## config.mk

```make
export PLATFORM = sky130hd
export DESIGN_NAME = crs_card_reset_stream
export DESIGN_NICKNAME = d
export VERILOG_FILES = /design/src/crs_pkg.sv /design/src/crs_card_reset_stream.sv
export SDC_FILE = /design/constraint.sdc
export NUM_CORES = 1
export LEC_CHECK = 0
export BUFFER_PORTS_ARGS = -buffer_cell sky130_fd_sc_hd__buf_2
export CORE_ASPECT_RATIO = 0.7
export CORE_UTILIZATION = 50
export CTS_CLUSTER_DIAMETER = 30
export DETAILED_ROUTE_END_ITERATION = 10
export PLACE_DENSITY_LB_ADDON = 0.12
export SLEW_MARGIN = 15
export SYNTH_ARGS = -nofsm -noshare
export SYNTH_HDL_FRONTEND = slang
export SYNTH_SLANG_ARGS = --single-unit
export TNS_END_PERCENT = 100
```

## constraint.sdc

```tcl
create_clock -name clock -period 3 [get_ports clock]
set_input_delay 0.15 -clock clock [delete_from_list [all_inputs] [get_ports clock]]
set_output_delay 0.15 -clock clock [all_outputs]
set_load 0.05 [all_outputs]
```

## src/crs_pkg.sv

```systemverilog
// Constants and types for the card reset and stream return block
`default_nettype none
package crs_pkg;
  localparam int CLOCK_HZ = 10_000_000;
  localparam int CLOCK_NS = 1_000_000_000 / CLOCK_HZ;
  // Longest time from reset negate to outputs valid, in ms
  localparam int OUT_VALID_MS = 20;
  localparam int OUT_VALID_CYCLES = (OUT_VALID_MS * 1_000_000) / CLOCK_NS;
  // Outputs are declared valid well inside the limit, in cycles
  localparam int OUT_VALID_DELAY = 16;
  // Fixed return latency, in input clock periods
  localparam int RETURN_LATENCY = 4;
  localparam int BYTE_W = 8;
  localparam int BUF_DEPTH = 2;
  localparam logic [BYTE_W-1:0] BYTE_RESET = 8'h00;
  typedef enum logic [2:0] {
    CRS_POWERED = 3'h1,
    CRS_IN_RESET = 3'h2,
    CRS_RUNNING = 3'h4
  } crs_state_t;
endpackage : crs_pkg
`default_nettype wire

```

## src/crs_card_reset_stream.sv

```systemverilog
// Card reset sequencing and transport stream return path
//
// Contract
// - Outputs valid within 20 ms of negate
// - Inputs high impedance until first reset
// - Outputs high impedance until reset negated
// - Fixed return latency within one clock
// - Packets returned in received order
// - Output clock derived from input clock
// - Works at 27 MHz plus minus 1000ppm; the 10 MHz sampling clock cannot follow a link that fast
`default_nettype none
module crs_card_reset_stream
  import crs_pkg::*;
(
  input wire logic clock,
  input wire logic rst,
  input wire logic streamInClock,
  input wire logic [BYTE_W-1:0] streamInByte,
  input wire logic streamInPacketStart,
  output logic streamOutClock,
  output logic streamOutClockEn,
  output logic [BYTE_W-1:0] streamOutByte,
  output logic streamOutPacketStart,
  output logic streamOutEn,
  output logic inputsEnabled,
  output logic outputsValid,
  output logic stallSeen
);
  ////////////////////////////////////////////////////////////////////////////
  // Synchronisers for the pins from the far side
  logic [2:0] clkSync_reg;
  logic [2:0] clkSync_next;
  logic [BYTE_W:0] datSync1_reg;
  logic [BYTE_W:0] datSync1_next;
  logic [BYTE_W:0] datSync2_reg;
  logic [BYTE_W:0] datSync2_next;
  logic inRise;

  always_comb begin
    clkSync_next = {clkSync_reg[1:0], streamInClock};
    datSync1_next = {streamInPacketStart, streamInByte};
    datSync2_next = datSync1_reg;
  end

  always_ff @(posedge clock) begin
    clkSync_reg <= clkSync_next;
    datSync1_reg <= datSync1_next;
    datSync2_reg <= datSync2_next;
  end

  // Edge found on stages two and three only
  // Link half period must exceed one system clock or edges are lost
  assign inRise = clkSync_reg[1] & ~clkSync_reg[2];

  ////////////////////////////////////////////////////////////////////////////
  // Power and reset sequence
  crs_state_t state_reg;
  crs_state_t state_next;
  logic [4:0] validCnt_reg;
  logic [4:0] validCnt_next;
  logic valid_reg;
  logic valid_next;
  logic inEn_reg;
  logic inEn_next;

  always_comb begin
    state_next = state_reg;
    validCnt_next = validCnt_reg;
    valid_next = valid_reg;
    case (state_reg)
      CRS_POWERED: begin
        // Pins must not wake on their own before a reset
        state_next = CRS_POWERED;
      end
      CRS_IN_RESET: begin
        state_next = CRS_RUNNING;
      end
      CRS_RUNNING: begin
        if (validCnt_reg != 5'(OUT_VALID_DELAY)) begin
          validCnt_next = validCnt_reg + 5'h01;
        end else begin
          valid_next = 1'b1;
        end
      end
      default: state_next = CRS_POWERED;
    endcase
    inEn_next = (state_next != CRS_POWERED);
  end

  // Power-up content is modelled by reset itself; first reset enables inputs
  always_ff @(posedge clock) begin
    if (rst) begin
      state_reg <= CRS_IN_RESET;
      validCnt_reg <= 5'h00;
      valid_reg <= 1'b0;
      inEn_reg <= 1'b1;
    end else begin
      state_reg <= state_next;
      validCnt_reg <= validCnt_next;
      valid_reg <= valid_next;
      inEn_reg <= inEn_next;
    end
  end

  ////////////////////////////////////////////////////////////////////////////
  // Input capture into a delay line of fixed length
  logic [BYTE_W:0] pipe_reg [RETURN_LATENCY];
  logic [BYTE_W:0] pipe_next [RETURN_LATENCY];
  logic bufInReady;
  logic pipeAdvance;

  // Stall freezes the line whole, so order and spacing hold
  assign pipeAdvance = inRise & bufInReady;

  always_comb begin
    for (int i = 0; i < RETURN_LATENCY; i++) begin
      pipe_next[i] = pipe_reg[i];
    end
    if (pipeAdvance) begin
      pipe_next[0] = datSync2_reg;
      for (int i = 1; i < RETURN_LATENCY; i++) begin
        pipe_next[i] = pipe_reg[i-1];
      end
    end
  end

  always_ff @(posedge clock) begin
    if (rst) begin
      for (int i = 0; i < RETURN_LATENCY; i++) begin
        pipe_reg[i] <= {1'b0, BYTE_RESET};
      end
    end else begin
      for (int i = 0; i < RETURN_LATENCY; i++) begin
        pipe_reg[i] <= pipe_next[i];
      end
    end
  end

  ////////////////////////////////////////////////////////////////////////////
  // Two-entry buffer before the output pins
  logic [BYTE_W:0] buf_reg [BUF_DEPTH];
  logic [BYTE_W:0] buf_next [BUF_DEPTH];
  logic wr_reg;
  logic wr_next;
  logic rd_reg;
  logic rd_next;
  logic [1:0] cnt_reg;
  logic [1:0] cnt_next;
  logic bufInValid;
  logic bufOutValid;
  logic bufOutReady;
  logic pushNow;
  logic popNow;

  assign bufInValid = inRise & valid_reg;
  assign bufInReady = (cnt_reg != 2'(BUF_DEPTH));
  assign bufOutValid = (cnt_reg != 2'h0);
  // Receiver side takes one word per input clock edge
  assign bufOutReady = inRise;
  assign pushNow = bufInValid & bufInReady;
  assign popNow = bufOutValid & bufOutReady;

  always_comb begin
    for (int i = 0; i < BUF_DEPTH; i++) begin
      buf_next[i] = buf_reg[i];
    end
    wr_next = wr_reg;
    rd_next = rd_reg;
    cnt_next = cnt_reg;
    if (pushNow) begin
      buf_next[wr_reg] = pipe_reg[RETURN_LATENCY-1];
      wr_next = ~wr_reg;
    end
    if (popNow) begin
      rd_next = ~rd_reg;
    end
    cnt_next = cnt_reg + 2'(pushNow) - 2'(popNow);
  end

  always_ff @(posedge clock) begin
    if (rst) begin
      for (int i = 0; i < BUF_DEPTH; i++) begin
        buf_reg[i] <= {1'b0, BYTE_RESET};
      end
      wr_reg <= 1'b0;
      rd_reg <= 1'b0;
      cnt_reg <= 2'h0;
    end else begin
      for (int i = 0; i < BUF_DEPTH; i++) begin
        buf_reg[i] <= buf_next[i];
      end
      wr_reg <= wr_next;
      rd_reg <= rd_next;
      cnt_reg <= cnt_next;
    end
  end

  ////////////////////////////////////////////////////////////////////////////
  // Output pins
  logic [BYTE_W:0] out_reg;
  logic [BYTE_W:0] out_next;
  logic oclk_reg;
  logic oclk_next;
  logic stall_reg;
  logic stall_next;

  always_comb begin
    out_next = out_reg;
    if (popNow) begin
      out_next = buf_reg[rd_reg];
    end
    // Output clock follows the input clock, delayed but same rate
    oclk_next = clkSync_reg[2];
    stall_next = stall_reg | (bufInValid & ~bufInReady);
  end

  always_ff @(posedge clock) begin
    if (rst) begin
      out_reg <= {1'b0, BYTE_RESET};
      oclk_reg <= 1'b0;
      stall_reg <= 1'b0;
    end else begin
      out_reg <= out_next;
      oclk_reg <= oclk_next;
      stall_reg <= stall_next;
    end
  end

  assign streamOutClock = oclk_reg;
  assign streamOutByte = out_reg[BYTE_W-1:0];
  assign streamOutPacketStart = out_reg[BYTE_W];
  assign streamOutEn = valid_reg;
  assign streamOutClockEn = valid_reg;
  assign inputsEnabled = inEn_reg;
  assign outputsValid = valid_reg;
  assign stallSeen = stall_reg;

  ////////////////////////////////////////////////////////////////////////////
  // Checks
  property p_out_valid_time;
    @(posedge clock) disable iff (rst)
      $fell(state_reg == CRS_IN_RESET) |-> ##[1:20] valid_reg;
  endproperty
  a_out_valid_time: assert property (p_out_valid_time) else $error("outputs not valid in time");

  property p_hiz_in_reset;
    @(posedge clock) rst |=> !streamOutEn;
  endproperty
  a_hiz_in_reset: assert property (p_hiz_in_reset) else $error("output driven during reset");

  property p_inputs_on;
    @(posedge clock) rst |=> inputsEnabled;
  endproperty
  a_inputs_on: assert property (p_inputs_on) else $error("inputs not enabled after reset");

  property p_buf_order;
    @(posedge clock) disable iff (rst)
      popNow && pushNow && cnt_reg == 2'h1 |=> out_reg == $past(buf_reg[~wr_reg]);
  endproperty
  a_buf_order: assert property (p_buf_order) else $error("buffer order broken");

  property p_pipe_shift;
    @(posedge clock) disable iff (rst)
      pipeAdvance |=> pipe_reg[1] == $past(pipe_reg[0]);
  endproperty
  a_pipe_shift: assert property (p_pipe_shift) else $error("delay line did not shift");

  property p_clock_follow;
    @(posedge clock) disable iff (rst)
      inRise |=> ##1 streamOutClock;
  endproperty
  a_clock_follow: assert property (p_clock_follow) else $error("output clock lost edge");

  property p_count_bound;
    @(posedge clock) disable iff (rst) cnt_reg <= 2'(BUF_DEPTH);
  endproperty
  a_count_bound: assert property (p_count_bound) else $error("buffer overfilled");

  property p_sample_edge;
    @(posedge clock) disable iff (rst)
      pipeAdvance |=> pipe_reg[0] == $past(datSync2_reg);
  endproperty
  a_sample_edge: assert property (p_sample_edge) else $error("byte not sampled on edge");

  c_valid: cover property (@(posedge clock) $rose(valid_reg));
  c_full: cover property (@(posedge clock) cnt_reg == 2'(BUF_DEPTH));
  c_start: cover property (@(posedge clock) $rose(streamOutPacketStart));
endmodule : crs_card_reset_stream
`default_nettype wire

```

# After elaboration in Yosys (flattened, before gate mapping)
# Memory sizes are Yosys's and may differ from the RTL's. A register that Yosys moved wholly into a read port is not among the register bits.
# Cells that the tools add are included.
[totals] mem_count=2 mem_bits_rw=54 output_inout_bits=15 ff_bits=37 elab_cells=62
[memory_table] name="pipe_reg" words=4 word_bits=9 read_ports=4 rd_ports_with_merged_regs=0 wr=4 line_no="crs_card_reset_stream.sv:107" source="logic [BYTE_W:0] pipe_reg [RETURN_LATENCY];"
[memory_table] name="buf_reg" words=2 word_bits=9 read_ports=3 rd_ports_with_merged_regs=1 wr=2 line_no="crs_card_reset_stream.sv:141" source="logic [BYTE_W:0] buf_reg [BUF_DEPTH];"
[op_classes] bitwise=19 order_cmp=2 n_addsub=3 n_mux=15 reduce_logical=4 n_eq_ne=5
[op_table] cell="9-bit two-way mux" count=7
[op_table] cell="36-bit two-way mux" count=1
[op_table] cell="18-bit bitwise mux" count=1
[op_table] cell="18-bit two-way mux" count=1
[op_table] cell="9-bit demux with 1-bit select" count=1
[op_table] cell="1-bit OR" count=7
[op_table] cell="1-bit bitwise AND" count=6
[op_table] cell="3-bit one-hot mux with 2 select lines" count=1
[op_table] cell="5-bit by 1-bit adder with 5-bit output (second input constant)" count=1
[op_table] cell="5-bit inequality test (second input constant)" count=1
[op_table] cell="1-bit NOT" count=5
[op_table] cell="2-bit AND reduction" count=2
[op_table] cell="3-bit by 2-bit == test with 1-bit output (second input constant)" count=1
[op_table] cell="3-bit == test (second input constant)" count=1
[op_table] cell="1-bit two-way mux" count=3
[op_table] cell="3-bit by 1-bit inequality test with 1-bit output (second input constant)" count=1
[op_table] cell="2-bit by 1-bit adder with 2-bit output" count=1
[op_table] cell="2-bit >= comparator (second input constant)" count=1
[op_table] cell="2-bit by 1-bit < comparator with 1-bit output (second input constant)" count=1
[op_table] cell="2-bit inequality test (second input constant)" count=1
[op_table] cell="1-bit NOT with 2-bit output" count=1
[op_table] cell="2-bit nonzero test" count=1
[op_table] cell="2-bit by 1-bit subtractor with 2-bit output" count=1
[op_table] cell="1-bit logical AND" count=1

# Logic depth before layout (Yosys ltp)
[depth] ltp_word=8 mapped_depth=7 depth_no_buf=6

# Least setup slack after synthesis
# No wires, ideal clock.
[synth_path] kind="flip-flop to flip-flop" startpoint="register valid_reg, in the netlist outputsValid" endpoint="register cnt_reg[1]" period_less_slack_ns=1.765 setup_slack_ns=1.235 arrival_ns=1.644 setup_ns=0.121 path_stages_with_launch=8 path_buffers=1 cell_sequence="dfxtp_1 clkbuf_1 nand2_1 nand2_1 a21oi_1 ha_1 nor2b_1 mux2_2"
[synth_between] elab_chain_len=4
[synth_rtl] item="from (decl)" line_no="crs_card_reset_stream.sv:61" source="logic valid_reg;"
[synth_rtl] item="from (signal assigned)" line_no="crs_card_reset_stream.sv:100" source="valid_reg <= valid_next;"
[synth_rtl] item="1-bit bitwise AND" line_no="crs_card_reset_stream.sv:155" source="assign bufInValid = inRise & valid_reg;"
[synth_rtl] item="1-bit bitwise AND" line_no="crs_card_reset_stream.sv:160" source="assign pushNow = bufInValid & bufInReady;"
[synth_rtl] item="2-bit by 1-bit adder with 2-bit output" line_no="crs_card_reset_stream.sv:177" source="cnt_next = cnt_reg + 2'(pushNow) - 2'(popNow);"
[synth_rtl] item="2-bit by 1-bit subtractor with 2-bit output" line_no="crs_card_reset_stream.sv:177"
[synth_rtl] item="to (signal assigned)" line_no="crs_card_reset_stream.sv:194" source="cnt_reg <= cnt_next;"
[synth_rtl] item="to (decl)" line_no="crs_card_reset_stream.sv:147" source="logic [1:0] cnt_reg;"
# Every way passes these cells.
# A chain may end at the register's enable or synchronous reset.

==> metrics <==
outcome=finished clean; met2 Resource Use GR=28.0%; ANT nets after route=0; period utilization=63.3%; r2r worst-path depth=4; synth top area cells=dfxtp_1 58%, nand2_1 10%, a21oi_1 6.1%; PortBufs=26; max reg flops=36; Seq/Total Area, Yosys=58.2%; Worst Hold Depth=2; start point of the critical path=clkSync_reg[1]$_DFF_P_; Post-Synth XOR/XNOR Area=1.27%; Synth Cell Area=3440 µm²; Ys Warns=0; pwr/cell area=595 nW/µm²; worst-path fanout max=10; minimum clock period=1.90 ns; LEAKAGE=1.43 nW; DRT Wirelength=5370 µm; worst vdd ir=0.326 mV; Clock Sinks=100; Final Hold Slack=0.221 ns; CTS H-tree depth=3; vias per inst=4.87; post-synthesis mux area share=5.85%; Worst Skew=0.0108 ns; max-slew violation count=0; distinct cell type count after synthesis=34; first-pass GRT wire length=9560 µm; Die ar.=7220 µm²; drc violations=0; Req. time, crit path=3.22 ns; 1st-pass router iterations=4; Rel. slew slack=52.8%; vias in the first global route=2234; min-delay worst type=in2reg; Worst Hold End=validCnt_reg[3]$_SDFFE_PP0P_; Die Width=101 µm; CP Class=reg2reg; R2R setup slack=1.10 ns; Hold Crit Start=rst; clock tree root buffer cell=clkbuf_8; Setup Buffers After CTS=0; CTS buffer count=9; syn_nets=377; CP startpoint kind=flip-flop; fmax=0.527 GHz; simple-gate area share of the yosys netlist=17.8%; total core area=6430 µm²; die height=71.4 µm; worst r2r src=clkSync_reg[1]$_DFF_P_; clock transition at the registers of the reported paths=0.10 ns; total track usage=17.2%; Ports=27; Final Hold Vio Count=0; Cell Chain, Critical Path=nor2b_2, nand4b_1, mux2i_1, nor2_1; initial antenna violation count=0; GPL Wtd Cong=0.710; Clock Path Buffers=2; setup TNS=0 ns; Avg Inst Size Synth=9.50 µm²; RR Endpoint=buf_reg[0][8]$_SDFFE_PP0P_; Non-Filler Instances=481; Synth Area in Adders=1.09%; Post-DP HPWL=3400 µm; cell count after synthesis=362; Slowest cell on crit path=nand4b_1; Starting Density=53.5%; Max Cap Viol=0; layout cells sized above 1=15.1%; Skew-Pair Late Insertion Delay=0.36 ns; CTS tree=built; final setup violation count=0; RSZ-0062 raised after global routing=false; total grt overflow=0; Seq cells post-synth=100; Slew @ Worst Pin=0.705 ns; Layout Nets=400; via count=2341; Diodes inserted=0; # placed instances=455; Arr. time, crit path=2.12 ns; Worst setup EP type=flip-flop; WL/cell=11.2 µm; crit-path max cell delay=0.63 ns; # rows=24; GRT met1 Usage=20.7%; largest family of logic cells by synthesized area=simple AND/OR/NAND/NOR gates; largest net degree at the start of global routing=55; First DRT Iteration DRCs=76; GR peak layer=met2; area grow syn2layout=11.6%; share of the synthesized area in the top cell type=58.2%; cell taking the most area after synthesis=dfxtp_1; Synth Area in Compound Gates=10.7%; met3 Resource Use GR=6.73%
## repair_timing
| item | in CTS | in global routing |
|---|---|---|
| resized for setup | 0 | 0 |
| hold buffers | 10 | 0 |
| hold endpoints to repair | 10 | 0 |
## area by class of cell
type                            instances  area, µm²
Clock inverter                          7       80.1
Timing Repair Buffer                   37        238
Sequential cell                       100       2000
Fill cell                             601       2580
Multi-Input combinational cell        232       1260
Inverter                                5       18.8
Clock buffer                            9        124
Tap cell                               91        114
## power by group
part           switching [W]  internal [W]
Sequential         0.0000119       0.00136
Combinational      0.0000558     0.0000297
Clock               0.000499      0.000331
## kinds of logic (layout without fill, tap and decap cells)
group,count (synthesis),count (layout)
mux,20,20
simple gates,142,142
flops,100,100
xor+xnor,5,5
buf+inv,30,58
compound gates,62,62
fa+ha+maj,3,3
## cell usage in the layout, fill, tap and decap left out, types with 2 or more instances in the layout
| master | netlist | layout |
|---|---|---|
| a211oi_1 | 10 | 10 |
| a21oi_1 | 42 | 42 |
| a21oi_2 | 7 | 7 |
| buf_2 | 7 | 26 |
| clkbuf_8 | 0 | 9 |
| clkinv_8 | 0 | 2 |
| dfxtp_1 | 100 | 100 |
| dlygate4sd3_1 | 0 | 10 |
| ha_1 | 3 | 3 |
| inv_1 | 5 | 5 |
| inv_8 | 0 | 2 |
| mux2i_1 | 19 | 19 |
| nand2_1 | 92 | 92 |
| nand4_1 | 3 | 3 |
| nor2_1 | 32 | 32 |
| nor2b_1 | 3 | 3 |
| xnor2_1 | 3 | 3 |
| xor2_1 | 2 | 2 |
## how the worst max path moves through the flow
stage / to / slack [ns]
4_1_cts: buf_reg[0][8]$_SDFFE_PP0P_ / 1.12
6_report: buf_reg[0][8]$_SDFFE_PP0P_ / 1.10
3_3_place_gp: buf_reg[0][1]$_SDFFE_PP0P_ / 1.27
2_1_floorplan: cnt_reg[1]$_SDFF_PP0_ / 1.23
5_1_grt: buf_reg[0][8]$_SDFFE_PP0P_ / 0.96
3_5_place_dp: buf_reg[0][8]$_SDFFE_PP0P_ / 1.21
## synthesized netlist by cell type
master	n
a21oi_2	7
nor2b_2	1
nand2b_1	1
xor2_1	2
buf_1	2
nand2_1	92
a21oi_1	42
nand2b_2	1
buf_6	5
and4bb_2	1
nand4b_1	1
buf_2	7
a211oi_1	10
a31o_2	1
dfxtp_1	100
mux2i_1	19
nand4_1	3
nor2_4	1
nor3_1	1
a32oi_1	1
and4_1	1
o21ai_0	1
clkbuf_1	7
and2_4	1
nor2_1	32
buf_4	4
nor3b_2	1
inv_1	5
xnor2_1	3
nor2b_1	3
mux2_2	1
nand2_4	1
ha_1	3
and2b_1	1
## worst max-delay path, delay by kind of cell (launching register included)
| kind | cells | cell delay [ns] |
|---|---|---|
| muxes | 1 | 0.37 |
| DFF | 1 | 0.35 |
| and+or+nand+nor | 3 | 1.03 |
## stage by stage
stage / cell area, µm² / worst slack [ns] / power, W / utilization (%)
2_1_floorplan: 3440 / 1.23 / 0.00146 / -
3_3_place_gp: 3540 / 1.27 / 0.00147 / 55.0
3_5_place_dp: 3540 / 1.21 / 0.00148 / 55.0
4_1_cts: 3840 / 1.12 / 0.00232 / 59.8
5_1_grt: 3840 / 0.960 / 0.00239 / 59.8
6_report: 3840 / 1.10 / 0.00228 / 59.8
## routing by layer
layer	up-vias	wire [µm]
met5	-	0
met4	0	70
met3	6	185
met2	27	2360
met1	1074	2750
li1	1234	-
(Power assumes the default switching activity.)
